### config.mk
export PLATFORM = sky130hd
export DESIGN_NAME = ldc_cfg_regs
export DESIGN_NICKNAME = d
export VERILOG_FILES = /design/src/design/ldc_pkg.sv /design/src/design/ldc_cfg_regs.sv
export VERILOG_INCLUDE_DIRS = /design/src /design/src/design
export SDC_FILE = /design/constraint.sdc
export NUM_CORES = 1
export LEC_CHECK = 0
export ABC_AREA = 1
export ABC_CLOCK_PERIOD_IN_PS = 1420
export BUFFER_PORTS_ARGS = -buffer_cell sky130_fd_sc_hd__buf_2
export CORE_ASPECT_RATIO = 0.9
export CORE_MARGIN = 5
export CORE_UTILIZATION = 42
export CTS_CLUSTER_SIZE = 30
export DETAILED_ROUTE_END_ITERATION = 8
export PLACE_DENSITY = 0.88
export SETUP_SLACK_MARGIN = 0.15
export SYNTH_ARGS = -nofsm -noshare
export SYNTH_HDL_FRONTEND = slang
export SYNTH_SLANG_ARGS = --single-unit
### constraint.sdc
create_clock -name pclk -period 1.42 [get_ports pclk]
set_clock_uncertainty 0.15 [all_clocks]
set_input_delay 0.284 -clock pclk [delete_from_list [all_inputs] [get_ports pclk]]
set_output_delay 0.284 -clock pclk [all_outputs]
set_load 0.03 [all_outputs]
### src/design/ldc_defines.svh
// Offsets, field positions, reset values and constants of the configuration registers.
`ifndef LDC_DEFINES_SVH
`define LDC_DEFINES_SVH

// Each logical device has its own block of configuration words on the bus.
// The byte address of a register is its block base plus four times its index.
`define LDC_SERIAL_BASE      12'h000
`define LDC_WAKE_BASE        12'h400

// Register indices within a logical device.
`define LDC_IDX_ACTIVATE     8'h30
`define LDC_IDX_BASE_HIGH    8'h60
`define LDC_IDX_BASE_LOW     8'h61
`define LDC_IDX_IRQ_NUMBER   8'h70
`define LDC_IDX_IRQ_TYPE     8'h71
`define LDC_IDX_DMA_A        8'h74
`define LDC_IDX_DMA_B        8'h75
`define LDC_IDX_SERIAL_MODE  8'hF0

// Reset values.
`define LDC_ACTIVATE_RST     8'h00
`define LDC_SERIAL_MODE_RST  8'h02
`define LDC_BASE_HIGH_RST    8'h00
`define LDC_BASE_LOW_RST     8'h00
`define LDC_IRQ_NUMBER_RST   8'h00
`define LDC_IRQ_TYPE_RST     8'h03
`define LDC_NO_DMA_VALUE     8'h04

// Field positions.
`define LDC_ACTIVATE_BIT     0
`define LDC_MODE_BANK_BIT    7
`define LDC_MODE_BUSY_BIT    2
`define LDC_MODE_POWER_BIT   1
`define LDC_MODE_HIZ_BIT     0
`define LDC_IRQ_TYPE_RW_BIT  1
`define LDC_BASE_LOW_RO_LSBS 5

`endif

### src/design/ldc_pkg.sv
// Types shared by the logical device configuration registers.
package ldc_pkg;

  typedef enum logic {
    LDC_PH_SETUP,
    LDC_PH_ANSWER
  } ldc_phase_e;

  typedef enum logic [3:0] {
    LDC_SEL_NONE,
    LDC_SEL_SP_ACTIVATE,
    LDC_SEL_SP_MODE,
    LDC_SEL_WK_ACTIVATE,
    LDC_SEL_WK_BASE_HIGH,
    LDC_SEL_WK_BASE_LOW,
    LDC_SEL_WK_IRQ_NUMBER,
    LDC_SEL_WK_IRQ_TYPE,
    LDC_SEL_WK_DMA_A,
    LDC_SEL_WK_DMA_B
  } ldc_sel_e;

  // Controls that the configuration hands to the first serial port.
  typedef struct packed {
    logic clk_en;
    logic force_default;
    logic output_hiz;
    logic bank_switch_en;
    logic port_access_en;
    logic ring_irq;
  } ldc_serial_ctl_s;

  // Configuration that the wake control unit runs from.
  typedef struct packed {
    logic        access_en;
    logic [15:0] base_addr;
    logic [7:0]  irq_number;
    logic [7:0]  irq_type;
  } ldc_wake_cfg_s;

  typedef struct packed {
    ldc_phase_e      phase;
    logic [31:0]     rdata;
    logic            err;
    logic            sp_active;
    logic            sp_bank_en;
    logic            sp_power_normal;
    logic            sp_hiz_en;
    logic            wk_active;
    logic [7:0]      wk_base_high;
    logic [2:0]      wk_base_low;
    logic [7:0]      wk_irq_number;
    logic            wk_irq_type_rw;
    ldc_serial_ctl_s sp_ctl;
  } ldc_state_s;

endpackage

### src/design/ldc_cfg_regs.sv
// Configuration registers of the first serial port and the wake control unit, on APB.
//
// How it works
// (RL1) Serial mode register resets to 02h.
// (RL2) Mode bit 7 enables port bank switching.
// (RL3) Mode bit 2 reads live port busy.
// (RL4) Low power while active: clock off, defaults.
// (RL5) Ring indication still interrupts in low power.
// (RL6) Low power keeps registers; inactive blocks access.
// (RL7) Normal power while active enables port clock.
// (RL8) Bit 0 plus inactive: outputs high impedance.
// (RL9) Wake activate clear blocks unit registers; 00h.
// (RL10) Inactive wake unit keeps values, detection runs.
// (RL11) Wake base high: read-write, resets 00h.
// (RL12) Wake base low bits 4-0 read zero.
// (RL13) Wake interrupt type: only bit 1 writable, 03h.
// (RL14) Both DMA reports read 04h always.
// (RL15) Serial mode bits 6-3 read zero.
//
// Chosen here: the APB interface to the registers.
`include "ldc_defines.svh"

module ldc_cfg_regs
  import ldc_pkg::*;
(
  input  wire logic            pclk,
  input  wire logic            presetn,
  input  wire logic            psel,
  input  wire logic            penable,
  input  wire logic            pwrite,
  input  wire logic [11:0]     paddr,
  input  wire logic [31:0]     pwdata,
  input  wire logic [3:0]      pstrb,
  output logic                 pready,
  output logic [31:0]          prdata,
  output logic                 pslverr,
  input  wire logic            sp_busy,
  input  wire logic            ring_indication_input,
  input  wire logic            sp_ring_irq_en,
  output ldc_serial_ctl_s      sp_ctl,
  output ldc_wake_cfg_s        wk_cfg
);

  ldc_state_s q;
  ldc_state_s d;
  ldc_sel_e   sel;

  // Reset words are held at full width so that single fields can be picked out by position.
  localparam logic [7:0] ACT_RST   = `LDC_ACTIVATE_RST;
  localparam logic [7:0] MODE_RST  = `LDC_SERIAL_MODE_RST;
  localparam logic [7:0] BLOW_RST  = `LDC_BASE_LOW_RST;
  localparam logic [7:0] ITYPE_RST = `LDC_IRQ_TYPE_RST;

  function automatic logic [11:0] reg_addr(input logic [11:0] base, input logic [7:0] idx);
    reg_addr = base | {2'b00, idx, 2'b00};
  endfunction

  function automatic ldc_sel_e decode(input logic [11:0] a);
    decode = LDC_SEL_NONE;
    if (a == reg_addr(`LDC_SERIAL_BASE, `LDC_IDX_ACTIVATE)) begin
      decode = LDC_SEL_SP_ACTIVATE;
    end else if (a == reg_addr(`LDC_SERIAL_BASE, `LDC_IDX_SERIAL_MODE)) begin
      decode = LDC_SEL_SP_MODE;
    end else if (a == reg_addr(`LDC_WAKE_BASE, `LDC_IDX_ACTIVATE)) begin
      decode = LDC_SEL_WK_ACTIVATE;
    end else if (a == reg_addr(`LDC_WAKE_BASE, `LDC_IDX_BASE_HIGH)) begin
      decode = LDC_SEL_WK_BASE_HIGH;
    end else if (a == reg_addr(`LDC_WAKE_BASE, `LDC_IDX_BASE_LOW)) begin
      decode = LDC_SEL_WK_BASE_LOW;
    end else if (a == reg_addr(`LDC_WAKE_BASE, `LDC_IDX_IRQ_NUMBER)) begin
      decode = LDC_SEL_WK_IRQ_NUMBER;
    end else if (a == reg_addr(`LDC_WAKE_BASE, `LDC_IDX_IRQ_TYPE)) begin
      decode = LDC_SEL_WK_IRQ_TYPE;
    end else if (a == reg_addr(`LDC_WAKE_BASE, `LDC_IDX_DMA_A)) begin
      decode = LDC_SEL_WK_DMA_A;
    end else if (a == reg_addr(`LDC_WAKE_BASE, `LDC_IDX_DMA_B)) begin
      decode = LDC_SEL_WK_DMA_B;
    end
  endfunction

  function automatic logic [7:0] mode_value(input ldc_state_s s, input logic busy);
    mode_value = 8'h00;
    // (RL15) Reserved bits zero
    mode_value[`LDC_MODE_BANK_BIT]  = s.sp_bank_en;
    // (RL3) Live busy readback
    mode_value[`LDC_MODE_BUSY_BIT]  = busy;
    mode_value[`LDC_MODE_POWER_BIT] = s.sp_power_normal;
    mode_value[`LDC_MODE_HIZ_BIT]   = s.sp_hiz_en;
  endfunction

  function automatic logic [7:0] irq_type_value(input ldc_state_s s);
    // (RL13) Fixed bits from reset
    irq_type_value = `LDC_IRQ_TYPE_RST;
    irq_type_value[`LDC_IRQ_TYPE_RW_BIT] = s.wk_irq_type_rw;
  endfunction

  function automatic logic [7:0] base_low_value(input ldc_state_s s);
    // (RL12) Low address bits zero
    base_low_value = {s.wk_base_low, `LDC_BASE_LOW_RO_LSBS'(0)};
  endfunction

  function automatic logic [7:0] read_value(input ldc_sel_e s_sel, input ldc_state_s s,
                                            input logic busy);
    read_value = 8'h00;
    case (s_sel)
      LDC_SEL_SP_ACTIVATE:   read_value = {7'h00, s.sp_active};
      LDC_SEL_SP_MODE:       read_value = mode_value(s, busy);
      LDC_SEL_WK_ACTIVATE:   read_value = {7'h00, s.wk_active};
      LDC_SEL_WK_BASE_HIGH:  read_value = s.wk_base_high;
      LDC_SEL_WK_BASE_LOW:   read_value = base_low_value(s);
      LDC_SEL_WK_IRQ_NUMBER: read_value = s.wk_irq_number;
      LDC_SEL_WK_IRQ_TYPE:   read_value = irq_type_value(s);
      // (RL14) Fixed no-DMA report
      LDC_SEL_WK_DMA_A:      read_value = `LDC_NO_DMA_VALUE;
      LDC_SEL_WK_DMA_B:      read_value = `LDC_NO_DMA_VALUE;
      default:               read_value = 8'h00;
    endcase
  endfunction

  always_comb begin
    d   = q;
    sel = decode(paddr);

    // One wait state lets read data come straight from a flip-flop, at the
    // cost of a three-cycle transfer.
    case (q.phase)
      LDC_PH_SETUP: begin
        if (psel && penable) begin
          d.phase = LDC_PH_ANSWER;
          d.rdata = {24'h00_0000, read_value(sel, q, sp_busy)};
          d.err   = (sel == LDC_SEL_NONE);
        end
      end
      LDC_PH_ANSWER: begin
        d.phase = LDC_PH_SETUP;
        d.err   = 1'b0;
        if (psel && penable && pwrite && pstrb[0]) begin
          case (sel)
            // (RL6) Serial port activate
            LDC_SEL_SP_ACTIVATE: d.sp_active = pwdata[`LDC_ACTIVATE_BIT];
            LDC_SEL_SP_MODE: begin
              // (RL2) Bank switch bit
              d.sp_bank_en      = pwdata[`LDC_MODE_BANK_BIT];
              d.sp_power_normal = pwdata[`LDC_MODE_POWER_BIT];
              d.sp_hiz_en       = pwdata[`LDC_MODE_HIZ_BIT];
            end
            // (RL9) Wake unit activate
            LDC_SEL_WK_ACTIVATE:   d.wk_active = pwdata[`LDC_ACTIVATE_BIT];
            // (RL11) Base high write
            LDC_SEL_WK_BASE_HIGH:  d.wk_base_high = pwdata[7:0];
            LDC_SEL_WK_BASE_LOW:   d.wk_base_low = pwdata[7:`LDC_BASE_LOW_RO_LSBS];
            LDC_SEL_WK_IRQ_NUMBER: d.wk_irq_number = pwdata[7:0];
            // (RL13) Only bit 1 stored
            LDC_SEL_WK_IRQ_TYPE:   d.wk_irq_type_rw = pwdata[`LDC_IRQ_TYPE_RW_BIT];
            default: begin
            end
          endcase
        end
      end
      default: d.phase = LDC_PH_SETUP;
    endcase

    // (RL7) Clock on in normal power
    d.sp_ctl.clk_en         = q.sp_active && q.sp_power_normal;
    // (RL4) Low power forces defaults
    d.sp_ctl.force_default  = q.sp_active && !q.sp_power_normal;
    // (RL8) Idle outputs high impedance
    d.sp_ctl.output_hiz     = !q.sp_active && q.sp_hiz_en;
    d.sp_ctl.bank_switch_en = q.sp_bank_en;
    // (RL6) Access follows activate only
    d.sp_ctl.port_access_en = q.sp_active;
    // (RL5) Ring path ignores power mode
    d.sp_ctl.ring_irq       = q.sp_active && sp_ring_irq_en && ring_indication_input;
  end

  always_ff @(posedge pclk or negedge presetn) begin
    if (!presetn) begin
      q.phase           <= LDC_PH_SETUP;
      q.rdata           <= 32'h0000_0000;
      q.err             <= 1'b0;
      q.sp_active       <= ACT_RST[`LDC_ACTIVATE_BIT];
      // (RL1) Mode register reset value
      q.sp_bank_en      <= MODE_RST[`LDC_MODE_BANK_BIT];
      q.sp_power_normal <= MODE_RST[`LDC_MODE_POWER_BIT];
      q.sp_hiz_en       <= MODE_RST[`LDC_MODE_HIZ_BIT];
      // (RL9) Wake activate resets clear
      q.wk_active       <= ACT_RST[`LDC_ACTIVATE_BIT];
      q.wk_base_high    <= `LDC_BASE_HIGH_RST;
      q.wk_base_low     <= BLOW_RST[7:`LDC_BASE_LOW_RO_LSBS];
      q.wk_irq_number   <= `LDC_IRQ_NUMBER_RST;
      q.wk_irq_type_rw  <= ITYPE_RST[`LDC_IRQ_TYPE_RW_BIT];
      q.sp_ctl          <= '0;
    end else begin
      q <= d;
    end
  end

  assign pready  = (q.phase == LDC_PH_ANSWER);
  assign prdata  = q.rdata;
  assign pslverr = pready && q.err;
  assign sp_ctl  = q.sp_ctl;

  // (RL10) Deactivation gates access only; stored values and detection stay live.
  assign wk_cfg = {q.wk_active, q.wk_base_high, base_low_value(q), q.wk_irq_number,
                   irq_type_value(q)};

endmodule

-- Yosys cells after proc, flatten, opt, wreduce, memory -nomap -nowiden
Cells that the tools add are included.
- equal/unequal tests: 19
- multiplexer cells: 13
- bitwise operators: 1
- reductions and logical operators: 21
- operator list (operator ; count):
    $eq 12x11->1 const B ; 7
    $pmux 8 s8 ; 1
    $mux 4 ; 9
    $mux 34 ; 1
    $reduce_and 3->1 ; 7
    $eq 4x3->1 const B ; 4
    $eq 12x10->1 const B ; 1
    $eq 12x8->1 const B ; 1
    $logic_and 1x1->1 ; 9
    $eq 4x2->1 const B ; 2
    $eq 4x4->1 const B ; 2
    $eq 4x1->1 const B ; 1
    $logic_not 4->1 ; 1
    $pmux 1 s2 ; 2
    $logic_not 1->1 ; 2
    $ne 2x2->1 const B ; 1
    $reduce_and 2->1 ; 1
    $reduce_or 2->1 ; 1
    $not 1->1 ; 1
- register bits after elaboration: 41
- input bits: 56
- output and inout port bits: 73
- word-level logic and storage cells: 72

-- Depth between registers and ports, before layout
Gate-level depths: netlist of the first run.
- depth after elaboration: 15
- depth in mapped cells: 11
- gate-level depth less buffers: 11

-- Least setup slack after synthesis of the first run
Ideal clock, no wire load.
- path kind: flip-flop to flip-flop
- from: register q (netlist bit pready)
- to: register q (netlist bit wk_cfg[25])
- arrival time: 1319 ps
- required time: 1151 ps
- slack: -168 ps
- stages on the path, launching flop included: 7
- buffers on the path: 1
- clock period less this slack: 1588 ps
- cells stage by stage: dfrtp_1 > nand4_4 > inv_1 > nand2_4 > buf_6 > nand2_2 > o21ai_2
- cells in the longest elaborated chain, start to end: 1
- RTL lines (element ; RTL line ; source):
    from (decl) ; ldc_cfg_regs.sv:44 ; ldc_state_s q;
    $reduce_and 3->1 (no line) ; - ;
No other way between the ends.
A chain may end at the register's enable or synchronous reset.

-- Worst setup path after layout of the first run
- from: register q (netlist bit wk_cfg[1])
- to: output port wk_cfg[1] (netlist name)
- RTL lines (element ; RTL line ; source):
    to (decl) ; ldc_cfg_regs.sv:41 ; output ldc_wake_cfg_s wk_cfg
No word-level cell between the ends.

==> results of run 1 <==
[final timing paths]
check                                    start          to  depth (start not counted)
min in group asynchronous              presetn  wk_cfg[32]                          2
max in group asynchronous              presetn   prdata[7]                          3
worst max register to register          pready        d[2]                          6
worst max-delay path                 wk_cfg[1]   wk_cfg[1]                          1
worst min register to register            d[2]   sp_ctl[2]                          0
worst min-delay path            sp_ring_irq_en   sp_ctl[0]                          2
[state kept, by name, summed over array words and instances (netlist names)]
name,count
sp_ctl,6
q,3
pready,1
d,2
prdata,8
wk_cfg,21
[area by class of cell]
class,instances,area [um2]
Fill cell,451,2242
Sequential cell,41,1030
Multi-Input combinational cell,213,1381
Clock inverter,3,25.02
Clock buffer,5,68.82
Timing Repair Buffer,126,1147
Inverter,31,145.1
Tap cell,87,108.9
[power by group]
part	internal (mW)	switching, mW	total [mW]
sequential	1.17	0.00607	1.18
clock	0.355	0.450	0.805
combinational	0.112	0.288	0.400
[kinds of logic after synthesis]
group | Yosys count | share of synthesized area
AO/OA/AOI/OAI | 31 | 0.08474
flip-flops | 41 | 0.3870
buffers and inverters | 104 | 0.2528
AND/OR/NAND/NOR | 144 | 0.2726
other | 2 | 0.002826
[routing by layer]
layer,vias up,track usage,part of all wire
met5,-,0,0
met4,0,0.05906,0.033
met3,26,0.04255,0.071
met2,102,0.2850,0.50
met1,1130,0.2073,0.40
li1,1094,-,-
[timing repair]
item	4_1_cts	5_1_grt
cloned	2	0
hold buffers	1	0
gates resized for setup	108	69
endpoints found under the setup margin	54	71
setup buffers	31	12
hold endpoints to repair	10	0
pin swaps	20	38
[metrics by stage]
stage | power [mW] | cells | setup slack (ns) | area [um2]
floorplan | 1.497 | 356 | 0.04840 | 2864
global placement | 1.529 | 452 | -0.1684 | 2863
detailed placement | 1.538 | 452 | -0.1983 | 2863
CTS | 2.345 | 494 | -0.009871 | 3568
global route | 2.494 | 506 | -0.06483 | 3906
finish | 2.385 | 506 | -0.02205 | 3906
[synthesized netlist by cell type, drive strengths merged]
cell / count / share of area
o21a: 1 / 0.0028
a21oi: 1 / 0.0019
o31ai: 2 / 0.0056
o21ai: 26 / 0.072
dfrtp: 39 / 0.37
inv: 31 / 0.044
and3: 1 / 0.0024
nand3: 15 / 0.030
o21bai: 1 / 0.0028
nor3: 1 / 0.0038
nand2: 100 / 0.16
nor2: 23 / 0.063
nand4: 4 / 0.015
dfstp: 2 / 0.020
buf: 73 / 0.21
conb: 2 / 0.0028
[layout by cell type, fill, tap and decap left out, types with 2 or more instances in the layout]
master,Yosys,routed
sky130_fd_sc_hd__inv_4,0,2
sky130_fd_sc_hd__inv_2,4,6
sky130_fd_sc_hd__nand2_2,9,21
sky130_fd_sc_hd__conb_1,2,36
sky130_fd_sc_hd__o21ai_2,16,18
sky130_fd_sc_hd__buf_4,71,45
sky130_fd_sc_hd__nand3_2,1,8
sky130_fd_sc_hd__buf_12,0,3
sky130_fd_sc_hd__nor2_1,13,9
sky130_fd_sc_hd__nand2_1,88,64
sky130_fd_sc_hd__nand2_4,3,12
sky130_fd_sc_hd__nor2_2,4,2
sky130_fd_sc_hd__o21ai_1,2,7
sky130_fd_sc_hd__nand4_1,3,3
sky130_fd_sc_hd__dfstp_2,2,2
sky130_fd_sc_hd__dfrtp_1,39,38
sky130_fd_sc_hd__buf_2,0,21
sky130_fd_sc_hd__inv_1,27,21
sky130_fd_sc_hd__nor2_4,3,9
sky130_fd_sc_hd__buf_6,2,55
sky130_fd_sc_hd__nor2_8,3,3
sky130_fd_sc_hd__clkbuf_8,0,5
sky130_fd_sc_hd__nand3_1,14,6
sky130_fd_sc_hd__nand2_8,0,5
==> load_flow_metrics.sql, run 1 <==
INSERT INTO impl_metrics (metric_group, metric, value, unit) VALUES
('die', 'die_width', '93.85', 'um'),
('synthesis', 'ys_ff_latch', '41', ''),
('placed_design', 'dp_hpwl', '4638', 'um'),
('timing', 'setup_repair_after_global_routing_missed_its_margin', 'true', ''),
('routing', 'drt-wirelength-per-cell', '14.65', 'um'),
('timing', 'whs', '0.08240', 'ns'),
('setup_path', 'timing.setup.critical_path_class', 'register to primary output', ''),
('grt', 'grt-ovfl-total', '0', ''),
('setup_path', 'regToRegSetupSlack', '-0.01', 'ns'),
('grt', 'grt_pass1_wl', '10720', 'um'),
('die', 'io-pin-count', '129', ''),
('routing', 'final_antenna_net_count', '0', ''),
('setup_path', 'worstPathBufferInverterCount', '1', ''),
('clock_tree', 'htree_levels', '2', ''),
('die', 'design.die.area', '8021', 'um2'),
('timing', 'final.setup.worst_slack', '-0.02205', 'ns'),
('setup_path', 'timing.critical_path.arrival', '1.01', 'ns'),
('die', 'coreArea', '6148', 'um2'),
('placed_design', 'placement.io_buffers', '65', ''),
('die', 'fp.dieH', '85.47', 'um'),
('setup_path', 'timing.critical_path.slowest_cell_delay', '0.57', 'ns'),
('timing', 'final.setup.tns', '-0.03632', 'ns'),
('synthesis', 'post_synth_instance_area', '2658', 'um2'),
('routing', 'drt-total-wl', '7414', 'um'),
('power', 'power_density', '610.7', 'nW/um2'),
('grt', 'grt_pass1_vias', '2320', ''),
('synthesis', 'yosys_warning_count', '0', ''),
('timing', 'maxClockFrequency', '693.5', 'MHz'),
('timing', 'finalSetupViolCount', '2', ''),
('finish', 'final_layout_size_suffix_gt1_frac', '0.5465', ''),
('clock_tree', 'clockRootBuffer', 'sky130_fd_sc_hd__clkbuf_8', ''),
('synthesis', 'synth.yosys.seq_area_share', '0.3870', ''),
('clock_tree', 'numClockSinks', '41', ''),
('grt', 'grt_start_max_net_pins', '16', ''),
('finish', 'area_growth_syn_to_layout', '46.99', '%'),
('finish', 'antenna_cells', '0', ''),
('die', 'initial_utilization', '0.4322', ''),
('setup_path', 'crit_path_top_delay_cell', 'sky130_fd_sc_hd__dfstp_2', ''),
('status', 'failed_checks', 'negative setup slack', ''),
('routing', 'drc', '0', ''),
('synthesis', 'synth_cells', '322', ''),
('placed_design', 'gp_congestion', '0.8440', ''),
('grt', 'antenna_violations_before_repair', '0', ''),
('timing', 'fin_crit_sh', '1.016', ''),
('routing', 'drt-initial-drc-count', '105', ''),
('power', 'p_leak', '2.164', 'nW'),
('clock_tree', 'cts-buffers-inserted', '5', ''),
('routing', 'detailed_route_vias_per_instance', '4.648', ''),
('setup_path', 'critPathLaunchType', 'register', ''),
('status', 'outcome', 'finished, violations left', ''),
('setup_path', 'timing.critical_path.cells', 'buf_6', ''),
('setup_path', 'required', '0.99', 'ns'),
('finish', 'nNetsFinal', '474', ''),
('power', 'power.ir.vdd_worst', '0.3934', 'mV'),
('timing', 'finalHoldViolations', '0', ''),
('clock_tree', 'clkLatencyLatePin', '0.30', 'ns'),
('routing', 'drt_first_pass_iters', '5', ''),
('grt', 'grtUsageTotal', '0.1684', ''),
('flow_run', 'max_cap_viol_count', '0', ''),
('timing', 'layout_min_cycle_time', '1.442', 'ns'),
('clock_tree', 'cts_tree', 'yes', ''),
('setup_path', 'setup.worst_path.end_class', 'primary output', ''),
('clock_tree', 'cts-root-to-sink-buffers', '2', ''),
('synthesis', 'syn_avg_cell_area', '8.253', 'um2'),
('clock_tree', 'clkTransAtPathRegs', '0.09', 'ns'),
('synthesis', 'synth.distinct_cells', '27', ''),
('setup_path', 'worst-path-max-fanout', '3', ''),
('routing', 'num_vias', '2352', ''),
('setup_path', 'path_delay_family', 'flip-flops', ''),
('finish', 'postLayoutCoreUtil', '0.6353', ''),
('die', 'rows', '27', ''),
('min_path', 'hp-class', 'primary input to register', ''),
('timing', 'drv_slew', '0', '');
Power figures use the tool's default switching activity.
==> run 2, diff against run 1 <==
--- a/config.mk
+++ b/config.mk
@@ -9,7 +9,7 @@
 export ABC_AREA = 1
 export ABC_CLOCK_PERIOD_IN_PS = 1420
 export BUFFER_PORTS_ARGS = -buffer_cell sky130_fd_sc_hd__buf_2
-export CORE_ASPECT_RATIO = 0.9
+export CORE_ASPECT_RATIO = 1.75
 export CORE_MARGIN = 5
 export CORE_UTILIZATION = 42
 export CTS_CLUSTER_SIZE = 30
==> run 2 against run 1 <==
Sequential power about the same. Via count is 2.8% higher. Fmax shrank 0.89%. The flow still finishes with violations (negative setup slack). Critical path depth up 5. Clock-buffer cell count unchanged. Core utilization increased by 2.4 points. Hold slack worse by 0.0040 ns. Combinational power increased by 2%. Global-route usage rose by 0.17 points. Worst setup slack got worse by 0.013 ns. Highest routed layer unchanged. Power increased by 7.1%.
==> load_flow_metrics.sql, run 2 (same netlist as run 1, synthesis figures left out) <==
INSERT INTO impl_metrics (metric_group, metric, value, unit) VALUES
('finish', 'final_common_cell', 'sky130_fd_sc_hd__nand2_1', ''),
('setup_path', 'setup.worst_path.end_class', 'register', ''),
('routing', 'drt-wirelength-per-cell', '16.15', 'um'),
('clock_tree', 'htree_levels', '2', ''),
('finish', 'layout_common_cells', 'sky130_fd_sc_hd__nand2_1 (57), sky130_fd_sc_hd__buf_6 (51), sky130_fd_sc_hd__buf_4 (51)', ''),
('setup_path', 'crit_path_top_delay_cell', 'sky130_fd_sc_hd__dfrtp_2', ''),
('power', 'p_leak', '2.240', 'nW'),
('status', 'outcome', 'finished, violations left', ''),
('finish', 'fillerInstances', '424', ''),
('timing', 'maxClockFrequency', '687.3', 'MHz'),
('grt', 'grtUsageTotal', '0.1700', ''),
('timing', 'setup_repair_after_global_routing_missed_its_margin', 'true', ''),
('clock_tree', 'numClockSinks', '41', ''),
('power', 'power_density', '627.1', 'nW/um2'),
('routing', 'drt-total-wl', '8141', 'um'),
('die', 'die_width', '70.13', 'um'),
('die', 'io-pin-count', '129', ''),
('clock_tree', 'clkLatencyLatePin', '0.30', 'ns'),
('setup_path', 'worst-path-max-fanout', '8', ''),
('finish', 'antenna_cells', '0', ''),
('routing', 'num_vias', '2419', ''),
('timing', 'whs', '0.07840', 'ns'),
('die', 'coreArea', '6181', 'um2'),
('timing', 'drv_slew', '0', ''),
('setup_path', 'timing.critical_path.cells', 'buf_4 -> nand4_4 -> clkinv_8 -> nand2_8 -> nand2_4 -> o21ai_2', ''),
('status', 'failed_checks', 'negative setup slack', ''),
('clock_tree', 'cts-buffers-inserted', '5', ''),
('placed_design', 'placement.io_buffers', '65', ''),
('finish', 'finalNonFillerCells', '504', ''),
('setup_path', 'timing.setup.critical_path_class', 'register to register', ''),
('die', 'rows', '38', ''),
('routing', 'drt_first_pass_iters', '4', ''),
('die', 'design.die.area', '8081', 'um2'),
('finish', 'largest_register_ff_count', '21', ''),
('grt', 'grt_pass1_wl', '10950', 'um'),
('power', 'total_power', '2.554', 'mW'),
('routing', 'detailed_route_vias_per_instance', '4.800', ''),
('die', 'initial_utilization', '0.4300', ''),
('routing', 'final_antenna_net_count', '0', ''),
('clock_tree', 'clockRootBuffer', 'sky130_fd_sc_hd__clkbuf_8', ''),
('placed_design', 'dp_hpwl', '4653', 'um'),
('finish', 'postLayoutCoreUtil', '0.6589', ''),
('grt', 'antenna_violations_before_repair', '0', ''),
('flow_run', 'max_cap_viol_count', '0', ''),
('min_path', 'hp-class', 'primary input to register', ''),
('timing', 'layout_min_cycle_time', '1.455', 'ns'),
('timing', 'finalHoldViolations', '0', ''),
('timing', 'finalSetupViolCount', '20', ''),
('setup_path', 'regToRegSetupSlack', '-0.04', 'ns'),
('clock_tree', 'cts-root-to-sink-buffers', '2', ''),
('setup_path', 'timing.critical_path.arrival', '1.50', 'ns'),
('finish', 'final_layout_size_suffix_gt1_frac', '0.5755', ''),
('setup_path', 'critPathLaunchType', 'register', ''),
('timing', 'fin_crit_sh', '1.025', ''),
('timing', 'final.setup.worst_slack', '-0.03503', 'ns'),
('finish', 'nNetsFinal', '479', ''),
('placed_design', 'place_inst', '448', ''),
('routing', 'drc', '0', ''),
('placed_design', 'gp_congestion', '0.8819', ''),
('placed_design', 'post-place-ws', '-0.2085', 'ns'),
('grt', 'grt-ovfl-total', '0', ''),
('routing', 'drt-initial-drc-count', '86', ''),
('grt', 'grt_start_max_net_pins', '17', ''),
('clock_tree', 'cts_tree', 'yes', ''),
('clock_tree', 'clkTransAtPathRegs', '0.08', 'ns'),
('die', 'fp.dieH', '115.2', 'um'),
('power', 'power.ir.vdd_worst', '0.4913', 'mV'),
('setup_path', 'timing.critical_path.slowest_cell_delay', '0.42', 'ns'),
('grt', 'grt_pass1_vias', '2338', ''),
('setup_path', 'required', '1.46', 'ns'),
('finish', 'area_growth_syn_to_layout', '53.25', '%');
-- run 2: changes by cell type in the layout (fill, tap and decap cells not counted), sizes merged --
cell / previous run / this run
bufinv: 0 / 1
inv: 32 / 30
buf: 125 / 130
clkinv: 1 / 2
-- run 2: final timing paths --
| path | cells past startpoint | endpoint | start |
|---|---|---|---|
| min | 2 | sp_ctl[0] | sp_ring_irq_en |
| min reg2reg | 0 | sp_ctl[2] | d[2] |
| max | 6 | wk_cfg[14] | pready |
| max in group asynchronous | 3 | wk_cfg[21] | presetn |
| min in group asynchronous | 2 | d[2] | presetn |
| max reg2reg | 6 | wk_cfg[14] | pready |
-- run 2: layout make-up --
cell class | instances | area, um2 | area share
Sequential cell | 41 | 1030 | 0.2528
Multi-Input combinational cell | 213 | 1508 | 0.3702
Clock inverter | 3 | 46.29 | 0.01137
Clock buffer | 5 | 68.82 | 0.01690
Tap cell | 80 | 100.1 | 0.02458
Timing Repair Buffer | 131 | 1167 | 0.2866
Inverter | 31 | 152.6 | 0.03748
-- run 2: what timing repair did --
action | in CTS | in global routing
resized for setup | 97 | 99
hold endpoints to repair | 11 | 0
pin swaps | 9 | 44
hold buffers | 1 | 0
setup buffers | 30 | 15
setup endpoints to repair | 58 | 70
cloned | 2 | 0
-- run 2: worst max-delay path: cells and delay by family, from the launching register on --
family,cells,cell delay (ns)
compound gates,1,0.05
buf+inv,2,0.31
simple gates,3,0.40
flops,1,0.42
-- run 2: per-layer routing --
metal / track usage / vias to the layer above / share of wire
li1: - / 1096 / -
met1: 0.1673 / 1172 / 0.35
met2: 0.3222 / 132 / 0.55
met3: 0.04112 / 19 / 0.076
met4: 0.09207 / 0 / 0.024
met5: 0 / - / 0
-- run 2: power breakdown --
group | leakage [nW] | switching, mW | internal (mW)
logic | 1.65 | 0.294 | 0.116
clock network | 0.0543 | 0.438 | 0.526
registers | 0.539 | 0.00588 | 1.17
-- run 2: stage by stage --
| step | instance area [um2] | setup TNS [ns] |
|---|---|---|
| final | 4073 | -0.2578 |
| after global routing | 4073 | -1.024 |
| after CTS | 3588 | -0.001152 |
| after detailed placement | 2889 | -4.889 |
| after global placement | 2889 | -4.000 |
| after floorplan | 2864 | 0 |
